[src/rtl/hpd_map.svh]
// Purpose: constants for the hardware power-down and wake-up sequencer
// Assumes: one 200 MHz clock, synchronous active-low reset
// Notes: pin levels are sampled through three flops before use
// What this block does
// RULE1: a power-hold rise with reset low restarts the oscillator and, once it is stable, resets the cpu to address 0.
// RULE2: a power-hold rise with the interrupt pin low and interrupts enabled restarts the clock and, after 2 latch pulses, vectors to address 3.
// RULE3: a wake by the interrupt pin during an interrupt routine does not vector again but resumes at the next instruction.
// RULE4: with interrupts disabled, an interrupt-pin wake held for 2 latch pulses resumes at the next instruction with no interrupt.
// RULE5: a power-hold rise with reset and interrupt both high resumes exactly where execution stopped.
// RULE6: the external interrupt is disabled by the disable instruction or reset and enabled only by the enable instruction.
// RULE7: in power-down the bus, both ports and all strobes float while crystal, reset, interrupt, access and second test pin stay active.
// RULE8: in power-down the first test pin floats only if its clock output was enabled.
// RULE9: a low power-hold pin stops the oscillator and floats the i/o pins in either memory mode.
// RULE10: on entering power-down the cpu halts with all internal state kept.
// RULE11: with reset and interrupt both low at wake, reset wins and a full reset is done.
`ifndef HPD_MAP_SVH
`define HPD_MAP_SVH
`define HPD_RESET_VECTOR   12'h000
`define HPD_IRQ_VECTOR     12'h003
`define HPD_ALE_MIN        2'h2
`define HPD_OSC_STABLE_US  10
`define HPD_OSC_CYCLES     (`HPD_OSC_STABLE_US * 200)
`define HPD_OSC_CNT_W      12
`endif

[src/rtl/hpd_pkg.sv]
// Purpose: types for the power-down sequencer
// Assumes: nothing beyond the map header
// Notes: none
`default_nettype none
package hpd_pkg;
   typedef enum logic [2:0] {
      HPD_RUN,
      HPD_DOWN,
      HPD_OSC_WAIT,
      HPD_IRQ_WAIT
   } hpd_state_e;
   typedef enum logic [1:0] {
      HPD_RES_NONE,
      HPD_RES_RESET,
      HPD_RES_VECTOR,
      HPD_RES_CONTINUE
   } hpd_resume_e;
endpackage : hpd_pkg
`default_nettype wire

[src/rtl/hpd_sequencer.sv]
// Purpose: hardware power-down entry and wake-up sequencing
// Assumes: cpu core supplies instruction strobes, latch pulses and isr status
// Notes: oscillator stop is a request; the core honours cpu_run low as a freeze
`timescale 1ns/1ps
`include "hpd_map.svh"
`default_nettype none
module hpd_sequencer
   import hpd_pkg::*;
(
   input  wire logic        sys_clk,
   input  wire logic        nrst,
   input  wire logic        power_hold_pin,
   input  wire logic        reset_pin_n,
   input  wire logic        irq_pin_n,
   input  wire logic        irq_enable_op,
   input  wire logic        irq_disable_op,
   input  wire logic        in_isr,
   input  wire logic        clk_out_enabled,
   input  wire logic        ale_pulse,
   output logic             osc_enable,
   output logic             cpu_run,
   output logic             cpu_reset,
   output logic             take_irq,
   output logic [11:0]      resume_vector,
   output logic             resume_valid,
   output logic             pins_float,
   output logic             first_test_pin_float,
   output logic             irq_enabled
);

   // synchronised pin levels: bit 0 power hold, bit 1 reset, bit 2 interrupt
   logic [2:0]              pin_raw;
   logic [2:0]              pin_level;
   logic                    ph_reg;
   logic                    rst_n_reg;
   logic                    irq_n_reg;

   hpd_state_e              state_reg;
   hpd_state_e              state_next;
   hpd_resume_e             resume_reg;
   hpd_resume_e             resume_next;
   logic [`HPD_OSC_CNT_W-1:0] osc_cnt_reg;
   logic [`HPD_OSC_CNT_W-1:0] osc_cnt_next;
   logic [1:0]              ale_cnt_reg;
   logic [1:0]              ale_cnt_next;
   logic                    isr_at_down_reg;
   logic                    irq_en_reg;
   logic                    osc_done;
   logic                    ale_done;
   logic                    wake_rise;
   logic                    entering_down;
   logic                    irq_class;
   logic                    hold_reset;
   logic                    reset_at_end;
   logic                    irq_vector_now;
   logic                    leaving_irq;
   logic                    osc_enable_next;
   logic                    cpu_run_next;
   logic                    cpu_reset_next;
   logic                    resume_valid_next;
   logic                    pins_float_next;
   logic                    tp_float_next;
   logic [11:0]             resume_vector_next;

   // three-flop chains; a level counts only when stages two and three agree
   // chains reset high so the idle pin level gives no false edge after reset
   assign pin_raw = {irq_pin_n, reset_pin_n, power_hold_pin};

   generate
      for (genvar g = 0; g < 3; g++) begin : g_sync
         logic [2:0] sync_reg;
         logic       level_reg;

         always_ff @(posedge sys_clk) begin
            if (!nrst) begin
               sync_reg  <= 3'h7;
               level_reg <= 1'b1;
            end else begin
               sync_reg <= {sync_reg[1:0], pin_raw[g]};
               if (sync_reg[2] == sync_reg[1])
                  level_reg <= sync_reg[2];
            end
         end

         assign pin_level[g] = level_reg;
      end
   endgenerate

   assign ph_reg    = pin_level[0];
   assign rst_n_reg = pin_level[1];
   assign irq_n_reg = pin_level[2];

   assign entering_down = (state_reg == HPD_RUN) && !ph_reg;
   assign wake_rise     = (state_reg == HPD_DOWN) && ph_reg;
   assign osc_done      = (osc_cnt_reg == `HPD_OSC_CNT_W'(`HPD_OSC_CYCLES - 1));
   assign ale_done      = (ale_cnt_reg >= `HPD_ALE_MIN);
   // interrupt-pin wakes wait for latch pulses only while the pin stays low
   assign irq_class     = (resume_reg == HPD_RES_VECTOR) || (resume_reg == HPD_RES_CONTINUE);

   // enable flop: disable op wins if both strobes collide
   always_ff @(posedge sys_clk) begin
      if (!nrst)
         irq_en_reg <= 1'b0;              // see RULE6
      else if (irq_disable_op)
         irq_en_reg <= 1'b0;              // see RULE6
      else if (irq_enable_op)
         irq_en_reg <= 1'b1;              // see RULE6
   end

   always_comb begin
      state_next = state_reg;
      case (state_reg)
         HPD_RUN: begin
            if (!ph_reg)
               state_next = HPD_DOWN;                              // see RULE9
         end
         HPD_DOWN: begin
            if (wake_rise)
               state_next = HPD_OSC_WAIT;
         end
         HPD_OSC_WAIT: begin
            // a power-hold drop during the settle wait goes straight back down
            if (!ph_reg)
               state_next = HPD_DOWN;
            else if (osc_done && irq_class && !irq_n_reg)
               state_next = HPD_IRQ_WAIT;
            else if (osc_done)
               state_next = HPD_RUN;
         end
         HPD_IRQ_WAIT: begin
            if (!ph_reg)
               state_next = HPD_DOWN;
            else if (ale_done || irq_n_reg)
               state_next = HPD_RUN;
         end
         default: state_next = HPD_RUN;
      endcase
   end

   // wake class is chosen once, at the synchronised power-hold rise
   always_comb begin
      resume_next = resume_reg;
      if (wake_rise) begin
         if (!rst_n_reg)
            resume_next = HPD_RES_RESET;                          // see RULE1, see RULE11
         else if (!irq_n_reg && irq_en_reg && !isr_at_down_reg)
            resume_next = HPD_RES_VECTOR;                         // see RULE2
         else if (!irq_n_reg)
            resume_next = HPD_RES_CONTINUE;                       // see RULE3, see RULE4
         else
            resume_next = HPD_RES_NONE;                           // see RULE5
      end
   end

   assign osc_cnt_next = (state_reg == HPD_OSC_WAIT && !osc_done) ?
                         osc_cnt_reg + 1'b1 : '0;
   assign ale_cnt_next = (state_reg != HPD_IRQ_WAIT) ? 2'h0 :
                         (ale_pulse && !ale_done) ? ale_cnt_reg + 1'b1 :
                         ale_cnt_reg;                             // see RULE2, see RULE4

   always_ff @(posedge sys_clk) begin
      if (!nrst) begin
         state_reg  <= HPD_RUN;
         resume_reg <= HPD_RES_NONE;
      end else begin
         state_reg  <= state_next;
         resume_reg <= resume_next;
      end
   end

   always_ff @(posedge sys_clk) begin
      if (!nrst) begin
         osc_cnt_reg <= '0;
         ale_cnt_reg <= 2'h0;
      end else begin
         osc_cnt_reg <= osc_cnt_next;
         ale_cnt_reg <= ale_cnt_next;
      end
   end

   always_ff @(posedge sys_clk) begin
      if (!nrst)
         isr_at_down_reg <= 1'b0;
      else if (entering_down)
         isr_at_down_reg <= in_isr;                                // see RULE3
   end

   // reset wake keeps cpu in reset through the whole oscillator settle and no longer, even if the reset pin is still low
   assign hold_reset     = (resume_reg == HPD_RES_RESET) && (state_reg == HPD_OSC_WAIT);
   assign reset_at_end   = hold_reset && (state_next == HPD_RUN) && !rst_n_reg;
   assign leaving_irq    = (state_reg == HPD_IRQ_WAIT) && (state_next == HPD_RUN) && ale_done;
   assign irq_vector_now = leaving_irq && (resume_reg == HPD_RES_VECTOR);

   assign osc_enable_next    = (state_next != HPD_DOWN);                 // see RULE9
   // cpu frozen, not reset, while powered down, so registers and ram survive
   assign cpu_run_next       = (state_next == HPD_RUN);                  // see RULE10
   assign cpu_reset_next     = hold_reset || reset_at_end;               // see RULE1
   assign resume_valid_next  = (state_reg != HPD_RUN) && (state_next == HPD_RUN);
   assign pins_float_next    = (state_next == HPD_DOWN);                 // see RULE7
   assign tp_float_next      = pins_float_next && clk_out_enabled;       // see RULE8
   assign resume_vector_next = irq_vector_now ? `HPD_IRQ_VECTOR :
                               (resume_reg == HPD_RES_RESET) ? `HPD_RESET_VECTOR :
                               resume_vector;

   always_ff @(posedge sys_clk) begin
      if (!nrst) begin
         osc_enable           <= 1'b1;
         cpu_run              <= 1'b1;
         pins_float           <= 1'b0;
         first_test_pin_float <= 1'b0;
      end else begin
         osc_enable           <= osc_enable_next;
         cpu_run              <= cpu_run_next;
         pins_float           <= pins_float_next;
         first_test_pin_float <= tp_float_next;
      end
   end

   always_ff @(posedge sys_clk) begin
      if (!nrst) begin
         cpu_reset    <= 1'b0;
         take_irq     <= 1'b0;
         resume_valid <= 1'b0;
      end else begin
         cpu_reset    <= cpu_reset_next;
         take_irq     <= irq_vector_now;                           // see RULE2
         resume_valid <= resume_valid_next;
      end
   end

   always_ff @(posedge sys_clk) begin
      if (!nrst) begin
         resume_vector <= `HPD_RESET_VECTOR;
         irq_enabled   <= 1'b0;
      end else begin
         resume_vector <= resume_vector_next;
         irq_enabled   <= irq_en_reg;                              // see RULE6
      end
   end
endmodule : hpd_sequencer
`default_nettype wire

[config.mk]
export PLATFORM = sky130hd
export DESIGN_NAME = hpd_sequencer
export DESIGN_NICKNAME = d
export VERILOG_FILES = /design/src/rtl/hpd_pkg.sv /design/src/rtl/hpd_sequencer.sv
export VERILOG_INCLUDE_DIRS = /design/src /design/src/rtl
export SDC_FILE = /design/constraint.sdc
export NUM_CORES = 1
export LEC_CHECK = 0
export BUFFER_PORTS_ARGS = -buffer_cell sky130_fd_sc_hd__buf_2
export CAP_MARGIN = 20
export CELL_PAD_IN_SITES_DETAIL_PLACEMENT = 1
export CELL_PAD_IN_SITES_GLOBAL_PLACEMENT = 1
export CORE_AREA = 2 2 67 69
export DETAILED_ROUTE_END_ITERATION = 6
export DIE_AREA = 0 0 69 71
export HOLD_SLACK_MARGIN = 0.1
export PLACE_DENSITY = 0.84
export SYNTH_ARGS = -nofsm -noshare
export SYNTH_HDL_FRONTEND = slang
export SYNTH_SLANG_ARGS = --single-unit
[constraint.sdc]
create_clock -name sys_clk -period 2 [get_ports sys_clk]
set_input_delay 0.4 -clock sys_clk [delete_from_list [all_inputs] [get_ports sys_clk]]
set_output_delay 0.4 -clock sys_clk [all_outputs]
set_load 0.005 [all_outputs]
# Word-level counts from Yosys, hierarchy flattened

Cells that the tools add are included.

Equality and inequality tests: 13
$lt $le $gt $ge: 1
Bitwise logic cells: 1
Muxes and demuxes: 13
Reduce and logical (&&, ||, !) cells: 32
Add/sub/neg operators: 2

Operator list:

| kind                                                   | count |
|---|---|
| two-way mux 3 bit                                      | 7 |
| logical AND 1 bit                                      | 16 |
| adder 12 x 1 -> 12 bit (second input constant)         | 1 |
| equality test 12 x 11 -> 1 bit (second input constant) | 1 |
| case mux 3 bit (4 select lines)                        | 1 |
| two-way mux 2 bit                                      | 5 |
| equality test 3 x 1 -> 1 bit (second input constant)   | 2 |
| equality test 3 x 2 -> 1 bit (second input constant)   | 2 |
| zero test 1 bit                                        | 6 |
| zero test 3 bit                                        | 2 |
| equality test 2 bit (second input constant)            | 2 |
| OR reduction 2 bit                                     | 2 |
| equality test 1 bit                                    | 3 |
| logical OR 1 bit                                       | 3 |
| != test 3 x 1 -> 1 bit (second input constant)         | 1 |
| != test 3 x 2 -> 1 bit (second input constant)         | 1 |
| nonzero test 3 bit                                     | 1 |
| adder 2 x 1 -> 2 bit (second input constant)           | 1 |
| equality test 2 x 1 -> 1 bit (second input constant)   | 1 |
| >= comparator 2 bit (second input constant)            | 1 |
| AND reduction 2 bit                                    | 1 |
| nonzero test 2 bit                                     | 1 |
| NOT 1 bit                                              | 1 |

Register bits after elaboration: 43
Logic and storage cells: 83
Input port bits: 10
Output and inout port bits: 20

# Longest topological paths before layout

Gate-level depths: netlist of the first run.

Depth after elaboration: 12
Mapped depth: 6
Depth with buffers taken out: 6

# Worst setup path after synthesis of the first run

No wires, ideal clock.

Path type: reg-to-reg
Start point: reg ale_cnt_reg[0]
End point: reg cpu_run
Path buffers: 0
Slack: 0.611 ns
Required time: 1.884 ns
Arrival: 1.274 ns
Setup time: 0.116 ns
Cell stages (with the launch flop): 7
Period minus slack after synthesis: 1.389 ns
Path through: dfxtp_1 inv_1 ha_1 nor2_1 nand4b_1 and3_4 a31o_1

Cells in the longest elaborated chain, start to end: 6

RTL lines:

| element                         | line                 | RTL |
|---|---|---|
| start, declared                 | hpd_sequencer.sv:44  | `logic [1:0] ale_cnt_reg;` |
| start signal, assigned          | hpd_sequencer.sv:177 | `ale_cnt_reg <= ale_cnt_next;` |
| >= comparator 2 bit (no line)   | -                    |  |
| logical OR 1 bit                | hpd_sequencer.sv:133 | `else if (ale_done \|\| irq_n_reg)` |
| two-way mux 3 bit               | hpd_sequencer.sv:133 |  |
| two-way mux 3 bit               | hpd_sequencer.sv:131 | `if (!ph_reg)` |
| case mux 3 bit (4 select lines) | hpd_sequencer.sv:112 | `case (state_reg)` |
| zero test 3 bit                 | hpd_sequencer.sv:196 | `assign cpu_run_next = (state_next == HPD_RUN);` |
| end signal, assigned            | hpd_sequencer.sv:213 | `cpu_run <= cpu_run_next;` |
| end, declared                   | hpd_sequencer.sv:21  | `output logic cpu_run,` |

No other way between the ends.
A chain may end at the register's enable or synchronous reset.

# Final worst setup path of the first run

Start point: reg osc_cnt_reg[0]
End point: reg osc_cnt_reg[4]

Cells in the longest elaborated chain, start to end: 4
Elaborated cells between the ends (all ways): 5
Classes of those cells: 1 x add/sub; 1 x eq/ne; 3 x reduce/logical

RTL lines:

| element                                                        | line                 | RTL |
|---|---|---|
| start, declared                                                | hpd_sequencer.sv:42  | `` logic [`HPD_OSC_CNT_W-1:0] osc_cnt_reg; `` |
| start signal, assigned                                         | hpd_sequencer.sv:176 | `osc_cnt_reg <= osc_cnt_next;` |
| branches (longest 4 deep; another with adder 12 x 1 -> 12 bit) | -                    |  |

Several ways; the timed one is not identified.

==> impl_summary.md, run 1 <==
Run status
The run finished with clean final reports.

Cells and area
The fraction of layout instances using a drive strength above 1 is 0.197. The flip-flop count of the largest register after layout is 12. After routing the design area is 0.00188 mm2. The count of inserted antenna diode cells is 0. Relative to the synthesized area, the layout overhead comes to 12.5%. The total of fill cells in the finished design is 503. The count of nets after finishing is 205.

Clocking
TritonCTS created 5 clock buffers. The clock tree root buffer cell is sky130_fd_sc_hd__clkbuf_8. After clock tree synthesis, the clock-pin slew on the worst setup and hold paths is 80 ps. The number of hold buffers added after CTS was 0. CTS built an H-tree with a depth of 2.

The number of gates resized after CTS is 0. The clock passes through at most 2 buffers. The number of setup buffers added after CTS is 0. The TritonCTS clock tree is built. The TritonCTS sink count is 42. The later pin in the worst-skew pair is clocked with a latency of 290 ps.

Synthesis
The fraction of registers with async set/reset is 0. The post-synthesis cell area is 0.00167 mm2. The Yosys warning count is 0. The netlist uses 43 different library cells. After technology mapping, the gate count stands at 171. The number of flops mapped to enable cells by yosys is 0. In this run the mean area of a mapped cell was 9.76 um2. The most used flip-flop cell after synthesis is sky130_fd_sc_hd__dfxtp_1. The share of the Yosys chip area taken by registers is 0.504. The number of storage elements in the synthesis netlist is 42.

Worst setup path
The signal on the critical path passes through ha_1, and4_4, a31oi_2, nand3_2, nor2_1. The type of origin of the critical path is a flip-flop. For this run, the slowest stage of the critical path takes 340 ps. The critical path arrival is 1840 ps. On the critical path the largest part of the delay comes from simple AND/OR/NAND/NOR gates. The required time at the worst-slack endpoint is 2220 ps. The total buffers and inverters traversed by the critical path is 0. The startpoint-to-endpoint class of the critical path is reg2reg.

The cell with the largest stage delay on the worst path is sky130_fd_sc_hd__dfxtp_1. The largest fanout on the critical path is 12. The worst setup path is captured at a flip-flop.

Power and ir drop
Dividing total power by cell area gives a power density of 833 mW/mm2. The leakage power is 0.667 nW. The design draws 1.57 mW. VDD sags by at most 0.367 mV.

Floorplan
In this run the core area contains 24 standard-cell rows. The count of boundary I/O pins is 30. The floorplan die width is 69 um.

From bottom edge to top edge, the die measures 71 um. The core region is 0.00420 mm2. The effective utilization at floorplan is 0.397.

The die outline area is 0.00490 mm2.

Timing
In the finished design, the share of the clock period the worst path needs comes to 0.811. The total count of hold-check failures in the final report is 0. The final number of setup-violating endpoints is 0. Setup repair after global routing left no endpoint under its margin. The clock skew after layout is 7.28 ps. The number of max-slew violations in the final report was 0. The worst hold slack after final layout is 256 ps. The top achievable clock speed is 617 MHz. For the final routed database, the setup TNS stands at 0 ps.

The minimum clock period is 1620 ps.

Global route
Across every metal layer, demand over resource in global routing totals 0.146. The initial antenna violation count came to 0. The final global-route overflow total is 0. Entering global routing, the biggest net connects 25 pins.

The first global-routing pass estimated 5.66 mm of wire. The number of global-route vias before repair came to 1239.

Drt
The routed length per placed instance is 13.0 um. The final layout contains routed wiring with a total length of 3.20 mm. In the routed design, unresolved DRC markers number 0. In this run the remaining antenna-violating nets after routing total 0. After the first detailed-routing iteration, the DRC count stood at 65.

The length of the first detailed-routing pass in iterations is 4. The routed layout has 1180 vias. The vias per cell is 4.82.

Flow run
The tool flagged a number of max-cap violations equal to 0.

Placement
The instance area after placement is 0.00177 mm2. The count of buffers added on input and output ports is 19. The congestion estimate from routability-driven global placement came to 0.799. The detailed placer's ending HPWL is 2.21 mm.

Worst hold path
The class of the tightest hold or removal check is in2reg.
[final cells by class]
type,instances,area (um2),area share
Timing Repair Buffer,19,95.1,0.0506
Clock buffer,6,82.6,0.0440
Inverter,7,26.3,0.0140
Multi-Input combinational cell,118,738,0.393
Tap cell,52,65.1,0.0346
Sequential cell,42,841,0.448
Clock inverter,1,30.0,0.0160
[metal layers]
layer,GRT usage,share of wire
met1,0.154,0.41
met2,0.265,0.53
met3,0.0370,0.040
met4,0.0784,0.023
met5,0,0
[cells in the final DEF (no fill, tap or decap), drive strengths merged, types with 3 or more instances in the layout]
| master | count |
|---|---|
| dfxtp | 42 |
| nor2 | 26 |
| buf | 19 |
| nand2b | 13 |
| conb | 11 |
| xnor2 | 9 |
| nand2 | 8 |
| inv | 7 |
| clkbuf | 6 |
| nand3 | 6 |
| nor3 | 5 |
| a21oi | 4 |
| o21ai | 4 |
| nand4 | 3 |
| nor4 | 3 |
[stage by stage]
stage | instances | setup slack [ps] | util
after floorplan | 181 | 611 | -
after global placement | 238 | 471 | 0.420
after detailed placement | 238 | 443 | 0.420
after CTS | 245 | 363 | 0.447
after global routing | 245 | 249 | 0.447
final | 245 | 378 | 0.447
[synthesized netlist by cell type, drive strengths merged (3+ instances only)]
cell	number	area [um2]
a21oi	4	20.0
buf	12	93.8
dfxtp	42	841
inv	7	26.3
nand2	8	30.0
nand2b	13	81.3
nand3	6	40.0
nand4	3	18.8
nor2	26	100
nor3	5	25.0
nor4	3	40.0
o21ai	4	20.0
xnor2	9	78.8
[where the power goes]
group          total, mW  internal (mW)  leakage [nW]  switching, mW
Combinational     0.0349         0.0158         0.268         0.0191
Clock              0.677          0.399        0.0573          0.278
Sequential         0.853          0.847         0.341        0.00659
Total               1.57           1.26         0.667          0.303
[path summary, 6_finish.rpt]
path	from	to	slack (ps)	depth (start not counted)
max reg2reg	osc_cnt_reg[0]$_SDFF_PN0_	osc_cnt_reg[4]$_SDFF_PN0_	380	5
min	irq_disable_op	irq_en_reg$_SDFFE_PP0P_	260	2
min reg2reg	g_sync[2].sync_reg[0]$_SDFF_PN1_	g_sync[2].sync_reg[1]$_SDFF_PN1_	410	1
max	osc_cnt_reg[0]$_SDFF_PN0_	osc_cnt_reg[4]$_SDFF_PN0_	380	5
[logic make-up (layout without fill, tap and decap cells)]
logic type,after synthesis,after routing,share of synthesized area
compound gates,16,16,0.0675
xor+xnor,11,11,0.0577
fa+ha+maj,2,2,0.0150
buf+inv,21,33,0.0765
flops,42,42,0.504
mux,1,1,0.00600
other cells,1,11,0.00225
simple gates,77,77,0.271
Note: power is estimated with default switching activity, not from simulation.
==> run 2: changes to the inputs <==
Clock period 2 ns to 1.5 ns, I/O delays scaled along.
==> impl_summary.md, run 2 (synthesis gave the netlist of run 1 again) <==
Timing
The total count of hold-check failures in the final report is 0. Setup violations remaining at the end of the flow were counted as 0. The total negative slack for setup checks is 0 ps. The clock skew after layout is 5.65 ps.

Setup repair after global routing left no endpoint under its margin. The worst path in the final design needs a cycle of 1460 ps, including I/O delays and setup. The ratio of final minimum period to clock period is 0.974. The number of max-slew violations in the final report is 0. The top achievable clock speed is 684 MHz.

Worst setup path
The startpoint identified for the worst register-to-register timing path is osc_cnt_reg[1]$_SDFF_PN0_. The critical path ends at cpu_run$_SDFF_PN1_. The largest fanout on the critical path is 3.

The depth of the worst register-to-register path is 5. The endpoint of the lowest-slack register-to-register path is cpu_run$_SDFF_PN1_. Across all register-to-register paths, the minimum setup slack is 40 ps.

The critical path starts at osc_cnt_reg[1]$_SDFF_PN0_. The required time at the worst-slack endpoint is 1690 ps. The startpoint-to-endpoint class of the critical path is reg2reg. The worst setup path is captured at a flip-flop. The critical path arrival is 1650 ps. The worst setup path is launched from a flip-flop.

Cells and area
The post-layout instance area is 0.00194 mm2. The fraction of layout instances using a drive strength above 1 is 0.235. After the last flow step, the layout net total stands at 211.

The share of the core filled with cells in the final layout is 0.463. The combined area of the multi-input logic cells is 764 um2. The repair_antennas step left the layout with diodes totalling 0.

The combined flip-flop and latch cell area is 842 um2. The total of fill cells in the finished design is 516. The most common library cell in the layout ignoring fill and taps is sky130_fd_sc_hd__dfxtp_1.

The flip-flop count of the largest register after layout is 12. The library cells used most frequently in the layout, excluding fill and tap cells, are sky130_fd_sc_hd__dfxtp_1, sky130_fd_sc_hd__nor2_1, sky130_fd_sc_hd__buf_2, sky130_fd_sc_hd__nand2b_1, sky130_fd_sc_hd__conb_1. The growth of design area from synthesis to finish is 16.5%.

Placement
The instance area after placement is 0.00181 mm2. Once detailed placement completed, the half-perimeter wirelength came to 2.25 mm. During placement, the flow inserted port buffers numbering 19. Routability-driven placement finished with a final weighted congestion of 0.832.

Power and ir drop
The worst voltage drop across the vdd grid is 0.454 mV. After layout, the design draws a total of 2.05 mW. Summed over all cells, the static leakage comes to 0.693 nW.

The power density normalized to cell area is 1050 mW/mm2.

Global route
For this run, the total global-route usage over all layers was measured as 0.136. The final global-route overflow total is 0. The initial antenna violation count came to 0.

The number of global-route vias before repair is 1250. The global-route wire length before repair is 5.23 mm. The maximum number of pins on one net before global-route repair is 20.

Drt
The routed length per placed instance is 12.6 um. After the first detailed-routing iteration, the DRC count stood at 55. The total number of vias is 1185. The length of the first detailed-routing pass in iterations is 4.

Once detail routing completed, the nets flagged for antenna violations numbered 0. The post-route DRC violation count is 0. The post-detailed-routing wire length is 3.17 mm. Dividing the detail-routed via count by the number of cells gives 4.70.

Floorplan
The die outline area is 0.00490 mm2. Measured along the y axis, the die boundary spans 71 um. The effective utilization at floorplan is 0.397. The floorplan die width is 69 um.

Row generation in the floorplan step produced 24 rows. The floorplan step defined a core boundary enclosing 0.00420 mm2. The count of boundary I/O pins is 30.

Clocking
The number of gates resized after CTS is 0. The TritonCTS sink count is 42. The clock latency reported for the late side of the worst-skew pair is 290 ps. In this run the post-CTS setup repair buffer count came out at 0. In this run, post-CTS hold repair placed 0 buffers. The clock slew at the register clock pins of the worst setup and hold paths is 80 ps. TritonCTS built the clock tree.

The clock passes through at most 2 buffers. The number of clock buffers added by TritonCTS is 5. The H-tree depth is 2.

The clock tree root buffer cell is sky130_fd_sc_hd__clkbuf_8.

Flow run
The tool flagged a number of max-cap violations equal to 0.

Run status
The flow ran to the end, and the final reports show no timing, DRC or antenna violations.

Worst hold path
The path class of the tightest hold or removal check is in2reg.
run 2: cell types whose count changed in the layout (fill, tap and decap cells not counted), sizes merged:
cell,change
buf,+6
clkbuf,+1
run 2: per-layer routing:
layer / part of all wire / global-route usage / vias up
li1: - / - / 604
met1: 0.42 / 0.133 / 551
met2: 0.51 / 0.249 / 24
met3: 0.039 / 0.0399 / 6
met4: 0.031 / 0.0915 / 0
met5: 0 / 0 / -
run 2: layout make-up:
class,instances,share of cell area
timing repair buffer,25,0.0721
clock buffer,7,0.0393
sequential,42,0.433
multi-input combinational,118,0.393
tap,52,0.0335
inverter,7,0.0135
clock inverter,1,0.0154
run 2: how the worst min path moves through the flow:
stage,startpoint,to,slack (ps),cells past startpoint
after floorplan,irq_disable_op,irq_en_reg$_SDFFE_PP0P_,380,1
final,irq_disable_op,irq_en_reg$_SDFFE_PP0P_,160,2
after global routing,irq_disable_op,irq_en_reg$_SDFFE_PP0P_,170,2
after global placement,g_sync[2].sync_reg[0]$_SDFF_PN1_,g_sync[2].sync_reg[1]$_SDFF_PN1_,390,1
after CTS,irq_disable_op,irq_en_reg$_SDFFE_PP0P_,140,2
after detailed placement,g_sync[1].sync_reg[0]$_SDFF_PN1_,g_sync[1].sync_reg[1]$_SDFF_PN1_,400,1
run 2: stage by stage:
stage / cells / setup WS (ps) / hold slack [ps]
floorplan: 181 / 111 / 376
detailed placement: 244 / 19.1 / 401
CTS: 252 / 1.72 / 145
global route: 252 / 0.643 / 170
global placement: 244 / 72.3 / 390
finish: 252 / 38.7 / 159
run 2: worst max-delay path, stage by stage (launching register included):
cell	delay, ps
sky130_fd_sc_hd__dfxtp_2	340
sky130_fd_sc_hd__ha_2	200
sky130_fd_sc_hd__and4_4	260
sky130_fd_sc_hd__nand4_1	130
sky130_fd_sc_hd__and3_4	220
sky130_fd_sc_hd__a31o_1	210
run 2: power by group:
group	switching, mW	total [mW]	internal (mW)
logic	0.0260	0.0491	0.0231
clock network	0.364	0.862	0.498
registers	0.00879	1.14	1.13
total	0.399	2.05	1.65
